**config.mk**
```make
export PLATFORM = sky130hd
export DESIGN_NAME = shp_host_port
export DESIGN_NICKNAME = d
export VERILOG_FILES = /design/src/verilog/shp_pkg.sv /design/src/verilog/shp_fifo.sv /design/src/verilog/shp_host_port.sv
export VERILOG_INCLUDE_DIRS = /design/src /design/src/verilog
export SDC_FILE = /design/constraint.sdc
export NUM_CORES = 1
export LEC_CHECK = 0
export ABC_AREA = 1
export BUFFER_PORTS_ARGS = -buffer_cell sky130_fd_sc_hd__buf_2
export CORE_UTILIZATION = 25
export CTS_CLUSTER_SIZE = 12
export DETAILED_ROUTE_END_ITERATION = 6
export HOLD_SLACK_MARGIN = 0.08
export PLACE_DENSITY = 0.46
export SETUP_SLACK_MARGIN = 0.05
export SLEW_MARGIN = 30
export SYNTH_ARGS = -nofsm -noshare
export SYNTH_HDL_FRONTEND = slang
export SYNTH_HIERARCHICAL = 1
export SYNTH_SLANG_ARGS = --single-unit
export TNS_END_PERCENT = 1
```
**constraint.sdc**
```tcl
create_clock -name clock -period 10.6 [get_ports clock]
set_clock_uncertainty 0.1 [all_clocks]
set_input_delay 0 -clock clock [delete_from_list [all_inputs] [get_ports clock]]
set_output_delay 0 -clock clock [all_outputs]
set_load 0.02 [all_outputs]
```
**src/verilog/shp_consts.svh**
```systemverilog
// Constants for the host port: decode, straps, timing.
// Included by the host port package and design files.
`ifndef SHP_CONSTS_SVH
`define SHP_CONSTS_SVH
`define SHP_ADDR_W          7
`define SHP_REG_CNT         8
`define SHP_FIFO_DEPTH      8
`define SHP_HOLDOFF_RESET   8'h10
`define SHP_SYNC_DEPTH      2
`endif

```
**src/verilog/shp_pkg.sv**
```systemverilog
// Types shared by the host port design.
// Assumes shp_consts.svh is on the include path.
`include "shp_consts.svh"
package shp_pkg;
   typedef struct packed
   {
      logic       sel_low;
      logic       rd_low;
      logic       wr_low;
      logic       queue_sel;
      logic [6:0] addr;
   } shp_host_ctl_t;
   typedef struct packed
   {
      logic [7:0] holdoff;
      logic       polarity_high;
      logic       open_drain;
      logic [7:0] source_mask;
   } shp_irq_cfg_t;
   typedef enum logic [1:0] {SHP_IDLE, SHP_WAIT_HI, SHP_DONE} shp_state_t;
endpackage

```
**src/verilog/shp_fifo.sv**
```systemverilog
// Flip-flop FIFO with valid/ready on both sides.
// Assumes a single clock and active high async reset.
module shp_fifo
#(
   parameter int WIDTH = 32,
   parameter int DEPTH = 8
)
(
   input  wire logic             clock,
   input  wire logic             sys_rst,
   input  wire logic             in_valid,
   output logic                  in_ready,
   input  wire logic [WIDTH-1:0] in_data,
   output logic                  out_valid,
   input  wire logic             out_ready,
   output logic      [WIDTH-1:0] out_data
);
   localparam int AW = $clog2(DEPTH);
   logic [WIDTH-1:0] mem [DEPTH];
   logic [AW-1:0]    wr_ptr;
   logic [AW-1:0]    rd_ptr;
   logic [AW:0]      count;
   logic             push;
   logic             pop;
   initial
   begin
      if (DEPTH < 2 || (DEPTH & (DEPTH - 1)) != 0)
         $error("shp_fifo depth must be a power of two");
   end
   assign in_ready  = (count != (AW+1)'(DEPTH));
   assign out_valid = (count != '0);
   assign push      = in_valid && in_ready;
   assign pop       = out_valid && out_ready;
   assign out_data  = mem[rd_ptr];
   always_ff @(posedge clock)
   begin
      if (push)
         mem[wr_ptr] <= in_data;
   end
   always_ff @(posedge clock or posedge sys_rst)
   begin
      if (sys_rst)
      begin
         wr_ptr <= '0;
         rd_ptr <= '0;
         count  <= '0;
      end
      else
      begin
         if (push)
            wr_ptr <= wr_ptr + 1'b1;
         if (pop)
            rd_ptr <= rd_ptr + 1'b1;
         if (push && !pop)
            count <= count + 1'b1;
         else if (pop && !push)
            count <= count - 1'b1;
      end
   end
endmodule

```
**src/verilog/shp_host_port.sv**
```systemverilog
// SRAM-like asynchronous host port with one interrupt output.
// Assumes host strobes asynchronous to clock; a core drains/fills queues.
`include "shp_consts.svh"
module shp_host_port
#(
   parameter int QDEPTH = `SHP_FIFO_DEPTH
)
(
   input  wire logic                  clock,
   input  wire logic                  sys_rst,
   input  wire logic                  port_select_low,
   input  wire logic                  read_strobe_low,
   input  wire logic                  write_strobe_low,
   input  wire logic                  queue_select,
   input  wire logic [7:1]            host_addr,
   input  wire logic [31:0]           data_in,
   output logic      [31:0]           data_out,
   output logic                       data_oe_low,
   output logic                       upper_pulldown_en,
   input  wire logic                  bus_width_strap,
   input  wire logic                  big_endian,
   input  wire shp_pkg::shp_irq_cfg_t irq_cfg,
   input  wire logic [7:0]            irq_sources,
   output logic                       irq_out,
   output logic                       irq_oe_low,
   input  wire logic                  low_power,
   output logic                       wake,
   output logic                       tx_valid,
   input  wire logic                  tx_ready,
   output logic      [31:0]           tx_data,
   input  wire logic                  rx_valid,
   output logic                       rx_ready,
   input  wire logic [31:0]           rx_data,
   output logic                       reg_wr,
   output logic      [5:0]            reg_index,
   output logic      [31:0]           reg_wdata,
   input  wire logic [31:0]           reg_rdata
);
   import shp_pkg::*;

   initial
   begin
      if (QDEPTH < 2)
         $error("shp_host_port queue depth too small");
   end

   // ==========================================================
   // Pin synchronisers
   localparam int NSYNC = 4 + `SHP_ADDR_W + 32 + 1;
   logic [NSYNC-1:0] sync1;
   logic [NSYNC-1:0] sync2;
   always_ff @(posedge clock or posedge sys_rst)
   begin
      if (sys_rst)
      begin
         sync1 <= '0;
         sync2 <= '0;
      end
      else
      begin
         sync1 <= {~port_select_low, ~read_strobe_low, ~write_strobe_low,
                   queue_select, host_addr, data_in, bus_width_strap};
         sync2 <= sync1;
      end
   end
   logic        sel;
   logic        rd;
   logic        wr;
   logic        qsel;
   logic [6:0]  addr;
   logic [31:0] din;
   logic        strap_s;
   assign {sel, rd, wr, qsel, addr, din, strap_s} = sync2;

   // ==========================================================
   // Width strap capture
   logic       wide;
   logic       strap_taken;
   logic [1:0] strap_age;
   always_ff @(posedge clock or posedge sys_rst)
   begin
      if (sys_rst)
      begin
         wide        <= 1'b0;
         strap_taken <= 1'b0;
         strap_age   <= 2'h0;
      end
      else if (!strap_taken)
      begin
         // Synchroniser holds its reset value until the pin has passed it
         if (strap_age == 2'(`SHP_SYNC_DEPTH))
         begin
            wide        <= strap_s;
            strap_taken <= 1'b1;
         end
         else
            strap_age <= strap_age + 2'h1;
      end
   end
   assign upper_pulldown_en = !wide;

   // ==========================================================
   // Access detection
   logic rd_act;
   logic wr_act;
   logic rd_prev;
   logic wr_prev;
   logic rd_start;
   logic rd_fetch;
   logic wr_done;
   assign rd_act   = sel && rd;
   assign wr_act   = sel && wr;
   assign rd_start = rd_act && !rd_prev;
   assign wr_done  = !wr_act && wr_prev;
   logic [6:0]  wr_addr;
   logic        wr_q;
   logic [31:0] wr_bus;
   always_ff @(posedge clock or posedge sys_rst)
   begin
      if (sys_rst)
      begin
         rd_prev <= 1'b0;
         rd_fetch <= 1'b0;
         wr_prev <= 1'b0;
         wr_addr <= '0;
         wr_q    <= 1'b0;
         wr_bus  <= '0;
      end
      else
      begin
         rd_prev <= rd_act;
         rd_fetch <= rd_start;
         wr_prev <= wr_act;
         if (wr_act)
         begin
            wr_addr <= addr;
            wr_q    <= qsel;
            wr_bus  <= din;
         end
      end
   end

   // Queue selected by queue_select, or by upper address bits a[6:4] all zero
   function automatic logic is_queue(input logic q, input logic [6:0] a);
      is_queue = q || (a[6:4] == 3'b000);
   endfunction
   function automatic logic [31:0] swap(input logic [31:0] d, input logic be);
      swap = be ? {d[7:0], d[15:8], d[23:16], d[31:24]} : d;
   endfunction

   // ==========================================================
   // Wake and first-read gate
   logic read_seen;
   always_ff @(posedge clock or posedge sys_rst)
   begin
      if (sys_rst)
         read_seen <= 1'b0;
      else if (low_power)
         read_seen <= 1'b0;
      else if (rd_start)
         read_seen <= 1'b1;
   end
   assign wake = low_power && wr_act;

   // ==========================================================
   // Half-word assembly and write dispatch
   logic [15:0] low_half;
   logic        tx_push;
   logic [31:0] tx_word;
   logic        tx_in_ready;
   logic        wr_ok;
   logic [31:0] full_w;
   assign wr_ok  = wr_done && read_seen && !low_power;
   assign full_w = wide ? swap(wr_bus, big_endian)
                        : swap({wr_bus[15:0], low_half}, big_endian);
   always_ff @(posedge clock or posedge sys_rst)
   begin
      if (sys_rst)
         low_half <= '0;
      else if (wr_ok && !wide && !wr_addr[0])
         low_half <= wr_bus[15:0];
   end
   logic complete;
   assign complete = wide || wr_addr[0];
   always_ff @(posedge clock or posedge sys_rst)
   begin
      if (sys_rst)
      begin
         tx_push   <= 1'b0;
         tx_word   <= '0;
         reg_wr    <= 1'b0;
         reg_index <= '0;
         reg_wdata <= '0;
      end
      else
      begin
         tx_push <= 1'b0;
         reg_wr  <= 1'b0;
         if (wr_ok && complete)
         begin
            if (is_queue(wr_q, wr_addr))
            begin
               tx_push <= tx_in_ready;
               tx_word <= full_w;
            end
            else
            begin
               reg_wr    <= 1'b1;
               reg_index <= wr_addr[6:1];
               reg_wdata <= full_w;
            end
         end
         // Point the register file at the read target one cycle before fetch
         else if (rd_start && !is_queue(qsel, addr))
            reg_index <= addr[6:1];
      end
   end
   shp_fifo #(.WIDTH(32), .DEPTH(QDEPTH)) u_tx_fifo
   (
      .clock     (clock),
      .sys_rst   (sys_rst),
      .in_valid  (tx_push),
      .in_ready  (tx_in_ready),
      .in_data   (tx_word),
      .out_valid (tx_valid),
      .out_ready (tx_ready),
      .out_data  (tx_data)
   );

   // ==========================================================
   // Read path
   logic        rxq_valid;
   logic        rxq_pop;
   logic [31:0] rxq_data;
   logic [31:0] rd_word;
   shp_fifo #(.WIDTH(32), .DEPTH(QDEPTH)) u_rx_fifo
   (
      .clock     (clock),
      .sys_rst   (sys_rst),
      .in_valid  (rx_valid),
      .in_ready  (rx_ready),
      .in_data   (rx_data),
      .out_valid (rxq_valid),
      .out_ready (rxq_pop),
      .out_data  (rxq_data)
   );
   assign rd_word = is_queue(qsel, addr) ? swap(rxq_data, big_endian)
                                         : swap(reg_rdata, big_endian);
   // Pop on the last half of a queue word
   assign rxq_pop = rd_fetch && rxq_valid && is_queue(qsel, addr)
                    && (wide || addr[0]);
   always_ff @(posedge clock or posedge sys_rst)
   begin
      if (sys_rst)
         data_out <= '0;
      else if (rd_fetch)
      begin
         if (wide)
            data_out <= rd_word;
         else
            data_out <= {16'h0000, addr[0] ? rd_word[31:16] : rd_word[15:0]};
      end
   end
   assign data_oe_low = !rd_act;

   // ==========================================================
   // Interrupt with deassert hold-off
   logic       irq_req;
   logic       irq_on;
   logic [7:0] hold_cnt;
   assign irq_req = |(irq_sources & irq_cfg.source_mask);
   always_ff @(posedge clock or posedge sys_rst)
   begin
      if (sys_rst)
      begin
         irq_on   <= 1'b0;
         hold_cnt <= '0;
      end
      else if (irq_on)
      begin
         if (!irq_req)
         begin
            irq_on   <= 1'b0;
            hold_cnt <= irq_cfg.holdoff;
         end
      end
      else if (hold_cnt != 8'h00)
         hold_cnt <= hold_cnt - 8'h01;
      else if (irq_req)
         irq_on <= 1'b1;
   end
   // Open drain: drive low only when active, else release
   always_comb
   begin
      if (irq_cfg.open_drain)
      begin
         irq_out    = 1'b0;
         irq_oe_low = !irq_on;
      end
      else
      begin
         irq_out    = irq_cfg.polarity_high ? irq_on : !irq_on;
         irq_oe_low = 1'b0;
      end
   end

   // ==========================================================
   // Checks
   AST_HOLDOFF: assert property (@(posedge clock) disable iff (sys_rst)
      $fell(irq_on) && irq_cfg.holdoff != 8'h00 |=> !irq_on)
      else $error("interrupt reasserted inside hold-off");
   AST_WAKE: assert property (@(posedge clock) disable iff (sys_rst)
      low_power && sel && wr |-> wake)
      else $error("write did not wake device");
   AST_PULLDOWN: assert property (@(posedge clock) disable iff (sys_rst)
      strap_taken |-> upper_pulldown_en == !wide)
      else $error("pull-down state wrong");
   AST_NOWRITE: assert property (@(posedge clock) disable iff (sys_rst)
      !read_seen |=> !reg_wr && !tx_push)
      else $error("write took effect before first read");
   AST_STRAP: assert property (@(posedge clock) disable iff (sys_rst)
      strap_taken |=> $stable(wide))
      else $error("width changed after capture");
   AST_RDOE: assert property (@(posedge clock) disable iff (sys_rst)
      !sel |-> data_oe_low)
      else $error("data driven without select");
   AST_OD: assert property (@(posedge clock) disable iff (sys_rst)
      irq_cfg.open_drain && !irq_on |-> irq_oe_low)
      else $error("open drain drives while idle");
   AST_IRQ: assert property (@(posedge clock) disable iff (sys_rst)
      !irq_on && hold_cnt == 8'h00 && irq_req |=> irq_on)
      else $error("interrupt not raised");
endmodule

```
# Yosys cells after proc, flatten, opt, wreduce, memory -nomap -nowiden

Memories as Yosys holds them, arrays and structs flattened.
Index checks and enable logic that the tools add are counted.

Add/sub/neg operators: 10
Multiply operators: 0
Divide/modulo/power cells: 0
$lt $le $gt $ge: 0
Equality and inequality tests: 5
Shifts and indexed selects: 0
Mux-type cells: 36
Bitwise logic cells: 7
Reductions and logical operators: 55

Operator list:

| kind                                                                | count |
|---|---|
| 32-bit two-way mux                                                  | 7 |
| 8-bit two-way mux                                                   | 3 |
| 1-bit logical AND                                                   | 22 |
| 1-bit two-way mux                                                   | 18 |
| 6-bit two-way mux                                                   | 3 |
| 16-bit two-way mux                                                  | 1 |
| 4-bit two-way mux                                                   | 4 |
| 3-bit by 1-bit adder with 3-bit output (second input constant)      | 4 |
| 1-bit zero test                                                     | 12 |
| 2-bit AND reduction                                                 | 6 |
| 2-bit nonzero test                                                  | 5 |
| 4-bit by 1-bit adder with 4-bit output (second input constant)      | 2 |
| 8-bit bitwise AND                                                   | 1 |
| 4-bit != test (second input constant)                               | 2 |
| 4-bit nonzero test                                                  | 2 |
| 8-bit nonzero test                                                  | 1 |
| 8-bit OR reduction                                                  | 1 |
| 4-bit by 1-bit subtractor with 4-bit output (second input constant) | 2 |
| 8-bit by 1-bit subtractor with 8-bit output (second input constant) | 1 |
| 3-bit zero test                                                     | 2 |
| 1-bit inverter                                                      | 6 |
| 1-bit logical OR                                                    | 4 |
| 2-bit != test (second input constant)                               | 2 |
| 2-bit by 1-bit adder with 2-bit output (second input constant)      | 1 |
| 2-bit equality test (second input constant)                         | 1 |

Flip-flop bits (word level): 285
Bits in latches: 0
Bits in writable memories: 512
Memory bits (read-only): 0
Logic and storage cells: 142
Memories kept: 2

Memory list:

| name          | depth | width | rd ports | clocked after memory_dff | write ports | line           | RTL |
|---|---|---|---|---|---|---|---|
| u_rx_fifo.mem | 8     | 32    | 1        | 0                        | 1           | shp_fifo.sv:19 | `logic [WIDTH-1:0] mem [DEPTH];` |
| u_tx_fifo.mem | 8     | 32    | 1        | 0                        | 1           | shp_fifo.sv:19 |  |

# Depth between registers and ports, before layout

Gate-level depths: netlist of run 1.

Depth after elaboration: 8
Gate-level depth with buffers: 18

# Hierarchy

Netlist of run 1, hierarchy kept.

By module, submodules not included:

| module                | instances | cells an instance | area an instance (um2) |
|---|---|---|---|
| shp_host_port         | 1         | 1,455             | 11,748.8 |
| shp_fifo at u_tx_fifo | 1         | 1,185             | 11,632.4 |
| shp_fifo at u_rx_fifo | 1         | 933               | 10,800.4 |

# Worst setup path before layout of run 1

Ideal clock, no wire load.

Path type: register -> register
Start point: register u_tx_fifo.count[0]
End point: memory u_tx_fifo.mem[4][0], enable pin
Setup time: 0.461 ns
Arrival: 3.031 ns
Required time: 10.039 ns
Setup slack: 7.008 ns
Stages on the path, launching flop included: 6
Clock period less this slack: 3.592 ns
Cells stage by stage: dfrtp_1 -> nor2_1 -> nand3_1 -> nand2_1 -> buf_4 -> nor3_1

Word-level cells in the longest chain between the ends: 4

RTL lines:

| what                                    | line                 | RTL |
|---|---|---|
| start: declaration                      | shp_fifo.sv:22       | `logic [AW:0] count;` |
| start signal: assignment                | shp_fifo.sv:55       | `count <= count + 1'b1;` |
| start signal: assignment                | shp_fifo.sv:57       | `count <= count - 1'b1;` |
| 4-bit != test                           | shp_fifo.sv:30       | `assign in_ready = (count != (AW+1)'(DEPTH));` |
| named net tx_in_ready                   | shp_host_port.sv:170 | `logic tx_in_ready;` |
| 1-bit logical AND                       | shp_fifo.sv:32       | `assign push = in_valid && in_ready;` |
| 1-bit two-way mux                       | shp_fifo.sv:37       | `if (push)` |
| 1-bit two-way mux (not written as such) | shp_fifo.sv:38       | `mem[wr_ptr] <= in_data;` |
| end: declaration                        | shp_fifo.sv:19       |  |

The timed path passes the listed nets, and every way through them passes these cells.

# Worst setup path in the final report of run 1

Start point: register u_rx_fifo.rd_ptr[0]
End point: register data_out[0]

Word-level cells in the longest chain between the ends: 5

RTL lines:

| what                     | line                 | RTL |
|---|---|---|
| start: declaration       | shp_fifo.sv:21       | `logic [AW-1:0] rd_ptr;` |
| start signal: assignment | shp_fifo.sv:53       | `rd_ptr <= rd_ptr + 1'b1;` |
| memory 8 x 32 bit *      | -                    |  |
| named net rxq_data[0]    | shp_host_port.sv:234 | `logic [31:0] rxq_data;` |
| 32-bit two-way mux *     | shp_host_port.sv:148 | `swap = be ? {d[7:0], d[15:8], d[23:16], d[31:24]} : d;` |
| 32-bit two-way mux *     | shp_host_port.sv:247 | `assign rd_word = is_queue(qsel, addr) ? swap(rxq_data, big_endian)` |
| 16-bit two-way mux       | shp_host_port.sv:261 | `data_out <= {16'h0000, addr[0] ? rd_word[31:16] : rd_word[15:0]};` |
| 32-bit two-way mux *     | shp_host_port.sv:258 | `if (wide)` |
| end signal: assignment   | shp_host_port.sv:259 | `data_out <= rd_word;` |
| end signal: assignment   | shp_host_port.sv:261 |  |
| end: declaration         | shp_host_port.sv:17  | `output logic [31:0] data_out,` |

Mark *: on every way through the listed nets, which the timed path passes. The rest lies on a longest branch.
A chain may end at the register's enable or synchronous reset.

==> flow_metrics.env, run 1 <==
export IMPL_outcome="finished, final reports clean"
export IMPL_dpl_hpwl_um=61220
export IMPL_max_slew_margin_pct=36.83
export IMPL_syn_area_um2=34180
export IMPL_max_vdd_ir_drop_mv=0.1624
export IMPL_setup_viol=0
export IMPL_arrival_ns=5.21
export IMPL_cts_resized=0
export IMPL_crit_fanout=70
export IMPL_core_um2=135600
export IMPL_crit_family="buffers and inverters"
export IMPL_dr_pass1_iters=5
export IMPL_grt_use_total_pct=14.69
export IMPL_placement_io_buffers=249
export IMPL_grt_pass1_vias=23976
export IMPL_floorplan_initialDensity_pct=25.20
export IMPL_cts_buffers=92
export IMPL_fp_dieW_um=371.8
export IMPL_p_per_area_nw_per_um2=240.6
export IMPL_cp_num_buf_inv=5
export IMPL_clkSinkCount=797
export IMPL_maxCapViolations=0
export IMPL_grt_setup_unrepaired="no"
export IMPL_end_kind="flop"
export IMPL_nNetsFinal=4178
export IMPL_cts_setup_buffers=0
export IMPL_async_reset_ff_share_pct=35.76
export IMPL_tightest_slew_ns=0.9462
export IMPL_drc=0
export IMPL_grt_pass1_wl_um=152700
export IMPL_critPathKind="flop to flop"
export IMPL_synth_cell_type_count=37
export IMPL_hold_viol_final=0
export IMPL_wl_per_cell_um=17.23
export IMPL_via_count=24983
export IMPL_hold_slack_ns=0.1106
export IMPL_critPathLaunchType="flop"
export IMPL_drt_total_wl_um=101400
export IMPL_clk_latency_ns=0.67
export IMPL_fin_crit_ns=4.701
export IMPL_area_growth_pct=24.60
export IMPL_cts_tree="done"
export IMPL_crit_start="u_rx_fifo/rd_ptr[0]"
export IMPL_die_area_um2=138200
export IMPL_yosys_warnings=6
export IMPL_p_leak_uw=0.01889
export IMPL_avgSynthCellArea_um2=9.567
export IMPL_slowest_delay_ns=0.77
export IMPL_hp_start="rx_data[6]"
export IMPL_drv_slew=0
export IMPL_antenna_found_initial=9
export IMPL_path_cells="inv_4 -> buf_4 -> nand2_1 -> nand2_1 -> nand2_1 -> o21ai_1 -> nand2_1 -> nand2_1 -> inv_1 -> o21ai_0 -> nand2_1 -> nand3_1 -> dlygate4sd3_1 -> nand3_1 -> dlygate4sd3_1 -> nand2_1"
export IMPL_critical_path_most_common_cell="nand2_1"
export IMPL_cts_reportedPaths_clkPinSlew_ns=0.06
export IMPL_grt_max_degree=94
export IMPL_syn_num_nets=3727
export IMPL_htree_levels=3
export IMPL_io_pins=250
export IMPL_reg2reg_slack_ns=5.90
export IMPL_drive_gt1_share_pct=11.41
export IMPL_critical_path_required_ns=11.11
export IMPL_fin_util_pct=31.40
export IMPL_max_freq_ghz=0.2127
export IMPL_tns_ns=0
export IMPL_die_h_um=371.8
export IMPL_synthCells=3573
export IMPL_num_rows=135
export IMPL_post_route_period_util_pct=44.34
export IMPL_synthFlopType="edfxtp_1"
export IMPL_ys_ff_latch=797
export IMPL_cts_hold_buf=243
export IMPL_cts_root_buf="clkbuf_16"
export IMPL_synth_edf_count=512
export IMPL_yosysSeqAreaShare_pct=65.84
export IMPL_holdCritPathClass="input port to flop"
export IMPL_r2r_start="u_rx_fifo/rd_ptr[0]"
export IMPL_gr_total_overflow=0
export IMPL_avgViaCountPerCell=4.246
export IMPL_gp_congestion=0.8013
export IMPL_worst_path_max_delay_cell="buf_4"
export IMPL_clock_path_buffers=3
export IMPL_first_iter_violations=1642
export IMPL_ant_nets=0
[sequential cells by signal, indices dropped and copies added, names as in the netlist, 2 cells and up]
name / cells
data_out: 32
hold_cnt: 8
low_half: 16
reg_index: 6
reg_wdata: 32
strap_age: 2
sync1: 44
sync2: 44
tx_word: 32
u_rx_fifo/count: 4
u_rx_fifo/mem: 256
u_rx_fifo/rd_ptr: 3
u_rx_fifo/wr_ptr: 3
u_tx_fifo/count: 4
u_tx_fifo/mem: 256
u_tx_fifo/rd_ptr: 3
u_tx_fifo/wr_ptr: 3
wr_addr: 7
wr_bus: 32
[worst reg2reg max path: stages (launching register included)]
cell and delay (ns):
dfrtp_4 0.74, inv_4 0.65, buf_4 0.78, nand2_1 0.12, nand2_1 0.10, nand2_1 0.06, o21ai_1 0.13, nand2_1 0.07
nand2_1 0.13, inv_1 0.13, o21ai_0 0.18, nand2_1 0.07, nand3_1 0.09, dlygate4sd3_1 0.57, nand3_1 0.07, dlygate4sd3_1 0.59
nand2_1 0.06
[cells in the mapped netlist, drive strengths merged, types with 6 or more instances]
cell,n,area [um2]
buf,119,785.8
nand3,110,555.5
clkinv,6,22.52
clkbuf,58,222.7
nand2,1436,5395
ha,12,150.1
a31oi,13,81.33
o21ai,269,1350
edfxtp,512,15370
xnor2,9,78.83
dfrtp,285,7132
a21oi,34,170.2
inv,270,1016
a22oi,14,105.1
nor2,400,1523
nor3,8,40.04
[metal layers]
metal | share of wire, % | global-route usage, % | up-vias
met4 | 2.1 | 3.925 | 4
met1 | 47 | 20.10 | 11898
met2 | 46 | 23.72 | 605
met3 | 5.0 | 2.709 | 136
li1 | - | - | 12340
met5 | 0.026 | 0 | -
[stage by stage]
step           worst slack [ns]  power, uW  cells  area [um2]
5_1_grt                   5.535      10920   5883       42590
3_3_place_gp              6.918       7004   5466       37080
3_5_place_dp              6.935       7015   5467       37120
2_1_floorplan             3.203       6003   3573       34180
6_report                  5.899      10250   5884       42590
4_1_cts                   5.929      10410   5881       42560
[layout make-up]
cell class,instances,area [um2]
fillers,14023,93050
repair buffers,534,4041
well taps,1781,2228
inverters,276,1047
diodes,2,5.005
flip-flops and latches,797,22520
multi-input cells,2323,9741
clock buffers,132,2582
clock inverters,39,429.2
[where the power goes]
group / internal (uW) / switching, uW
Clock: 1830 / 1330
Sequential: 3650 / 291
Combinational: 1000 / 2140
[final timing paths]
path / end / depth (start not counted)
max: data_out[0] / 16
min: u_rx_fifo/mem[7][6] / 2
max reg2reg: data_out[0] / 16
min reg2reg: sync2[15] / 0
max in group asynchronous: sync2[35] / 6
min in group asynchronous: u_tx_fifo/wr_ptr[2] / 4
[cell families after synthesis]
family,synth area share (%)
fa+ha+maj,0.5564
simple gates,22.19
flops,65.84
xor+xnor,0.3331
compound gates,5.092
buf+inv,5.988
[cells in the final DEF, fill, tap and decap left out, drive strengths merged, types with 4 or more instances in the layout]
cell	Yosys	final
nand2	1436	1436
edfxtp	512	512
xnor2	9	9
dfrtp	285	285
nand3	110	110
inv	270	274
o21ai	269	269
bufinv	0	5
clkbuf	58	132
nor3	8	8
nor2	400	400
a31oi	13	13
xor2	4	4
dlygate4sd3	0	243
a22oi	14	14
a21oi	34	34
clkinv	6	35
buf	119	291
ha	12	12
or2	4	4
(Power assumes the default switching activity.)
==> inputs of run 2 (changes only) <==
==> constraint.sdc (replaced) <==
create_clock -name clock -period 4.6 [get_ports clock]
set_clock_uncertainty 0.1 [all_clocks]
set_input_delay 0 -clock clock [delete_from_list [all_inputs] [get_ports clock]]
set_output_delay 0 -clock clock [all_outputs]
set_load 0.02 [all_outputs]
==> run 2 against run 1 <==
The run now ends with design-rule violations left. Cell count rose by 0.48%. Clock power rose by 140%. Register-to-register slack got worse by 5.3 ns. Utilization rose by 0.30 points. Combinational power rose by 130%. Critical path depth rose by 2. Final area rose by 0.95%. Flip-flop and latch count did not move. Total power rose by 130%. Die area did not move.
==> flow_metrics.env, run 2 (same netlist as run 1, synthesis figures left out) <==
export IMPL_cts_reportedPaths_clkPinSlew_ns=0.06
export IMPL_drt_total_wl_um=102400
export IMPL_core_um2=135600
export IMPL_reg_top3="u_rx_fifo/mem (256), u_tx_fifo/mem (256)"
export IMPL_ant_nets=0
export IMPL_drive_gt1_share_pct=11.75
export IMPL_grt_use_met3_pct=2.459
export IMPL_floorplan_initialDensity_pct=25.20
export IMPL_stdcell_count=5912
export IMPL_clock_path_buffers=3
export IMPL_grt_pass1_wl_um=153600
export IMPL_fillers=14025
export IMPL_clkSinkCount=797
export IMPL_p_per_area_nw_per_um2=554.5
export IMPL_holdCritPathClass="input port to flop"
export IMPL_die_area_um2=138200
export IMPL_reg2reg_slack_ns=0.65
export IMPL_final_common_cell="nand2_1"
export IMPL_max_slew_margin_pct=35.24
export IMPL_crit_fanout=47
export IMPL_dp_cells=5475
export IMPL_cts_tree="done"
export IMPL_via_count=25002
export IMPL_grt_setup_unrepaired="no"
export IMPL_arrival_ns=4.47
export IMPL_design_area_um2=43000
export IMPL_drv_slew=0
export IMPL_maxCapViolations=0
export IMPL_grt_max_degree=107
export IMPL_hold_slack_ns=0.1513
export IMPL_fp_dieW_um=371.8
export IMPL_busiest_layer="met2"
export IMPL_cts_setup_buffers=0
export IMPL_end_kind="flop"
export IMPL_nNetsFinal=4204
export IMPL_die_h_um=371.8
export IMPL_dpl_hpwl_um=63080
export IMPL_placed_area_um2=37220
export IMPL_cts_buffers=92
export IMPL_grtUsageMet2_pct=23.75
export IMPL_max_vdd_ir_drop_mv=0.3495
export IMPL_fin_crit_ns=3.953
export IMPL_final_cell_mix="nand2_1, edfxtp_1, nor2_1, dfrtp_1, dlygate4sd3_1"
export IMPL_tightest_slew_ns=0.9699
export IMPL_critPathKind="flop to flop"
export IMPL_met1_usage_pct=20.47
export IMPL_grt_pass1_vias=24101
export IMPL_cts_root_buf="clkbuf_16"
export IMPL_avgViaCountPerCell=4.229
export IMPL_violations="design-rule violations"
export IMPL_tns_ns=0
export IMPL_drc=8
export IMPL_post_route_period_util_pct=85.94
export IMPL_hold_viol_final=0
export IMPL_dr_pass1_iters=7
export IMPL_area_growth_pct=25.79
export IMPL_placement_io_buffers=249
export IMPL_cts_resized=0
export IMPL_wl_per_cell_um=17.33
export IMPL_io_pins=250
export IMPL_clk_latency_ns=0.71
export IMPL_p_leak_uw=0.01907
export IMPL_max_freq_ghz=0.2529
export IMPL_setup_viol=0
export IMPL_htree_levels=3
export IMPL_first_iter_violations=1724
export IMPL_gr_total_overflow=0
export IMPL_critical_path_required_ns=5.12
export IMPL_fin_util_pct=31.70
export IMPL_num_rows=135
export IMPL_outcome="complete, but fails checks"
export IMPL_critPathLaunchType="flop"
export IMPL_antenna_found_initial=13
export IMPL_gp_congestion=0.8040
export IMPL_cts_hold_buf=260
export IMPL_grt_use_total_pct=14.83
## run 2: critical path: stages (launching register included)
cell           delay [ns]
dfrtp_4              0.71
inv_4                0.48
buf_4                0.34
nand2_1              0.08
nand2_1              0.06
nand2_1              0.05
o21ai_1              0.11
nand2_1              0.06
nand2_1              0.07
inv_1                0.10
nand2_1              0.08
o21ai_0              0.09
nand2_1              0.10
nand3_1              0.07
dlygate4sd3_1        0.61
nand2_1              0.06
dlygate4sd3_1        0.55
nand2_1              0.05
nand2_1              0.08
## run 2: final timing paths
kind                       cells after the start                 from          end
max                                           18  u_rx_fifo/rd_ptr[0]  data_out[8]
min                                            8           big_endian  data_out[9]
max reg2reg                                   18  u_rx_fifo/rd_ptr[0]  data_out[8]
min reg2reg                                    0             sync1[6]     sync2[6]
max in group asynchronous                      6              sys_rst    sync1[18]
min in group asynchronous                      4              sys_rst  hold_cnt[5]
## run 2: per-stage QoR
stage | power (uW) | setup slack, ns
after global routing | 25420 | 0.3550
final | 23840 | 0.6466
after detailed placement | 16260 | 1.458
after floorplan | 13830 | 1.002
after global placement | 16240 | 1.429
after CTS | 24230 | 0.6838
## run 2: metal layers
metal  part of all wire [%]  routed length (um)
met1                     47               48060
met5                  0.046                  47
met3                    4.8                4938
met4                    2.1                2193
met2                     46               47190
## run 2: layout make-up
| cell class | count | area, um2 | share of cell area, % |
|---|---|---|---|
| flip-flops and latches | 797 | 22520 | 52.37 |
| multi-input cells | 2323 | 9734 | 22.64 |
| repair buffers | 560 | 4354 | 10.13 |
| clock buffers | 123 | 2571 | 5.980 |
| well taps | 1781 | 2228 | 5.183 |
| inverters | 276 | 1044 | 2.427 |
| clock inverters | 48 | 539.3 | 1.254 |
| diodes | 4 | 10.01 | 0.02328 |
## run 2: where the power goes
group          internal [uW]  total (uW)  switching, uW  leakage, uW
clock                   4350        7460           3110      0.00152
combinational           2310        7310           4990      0.00932
sequential              8420        9070            655      0.00824
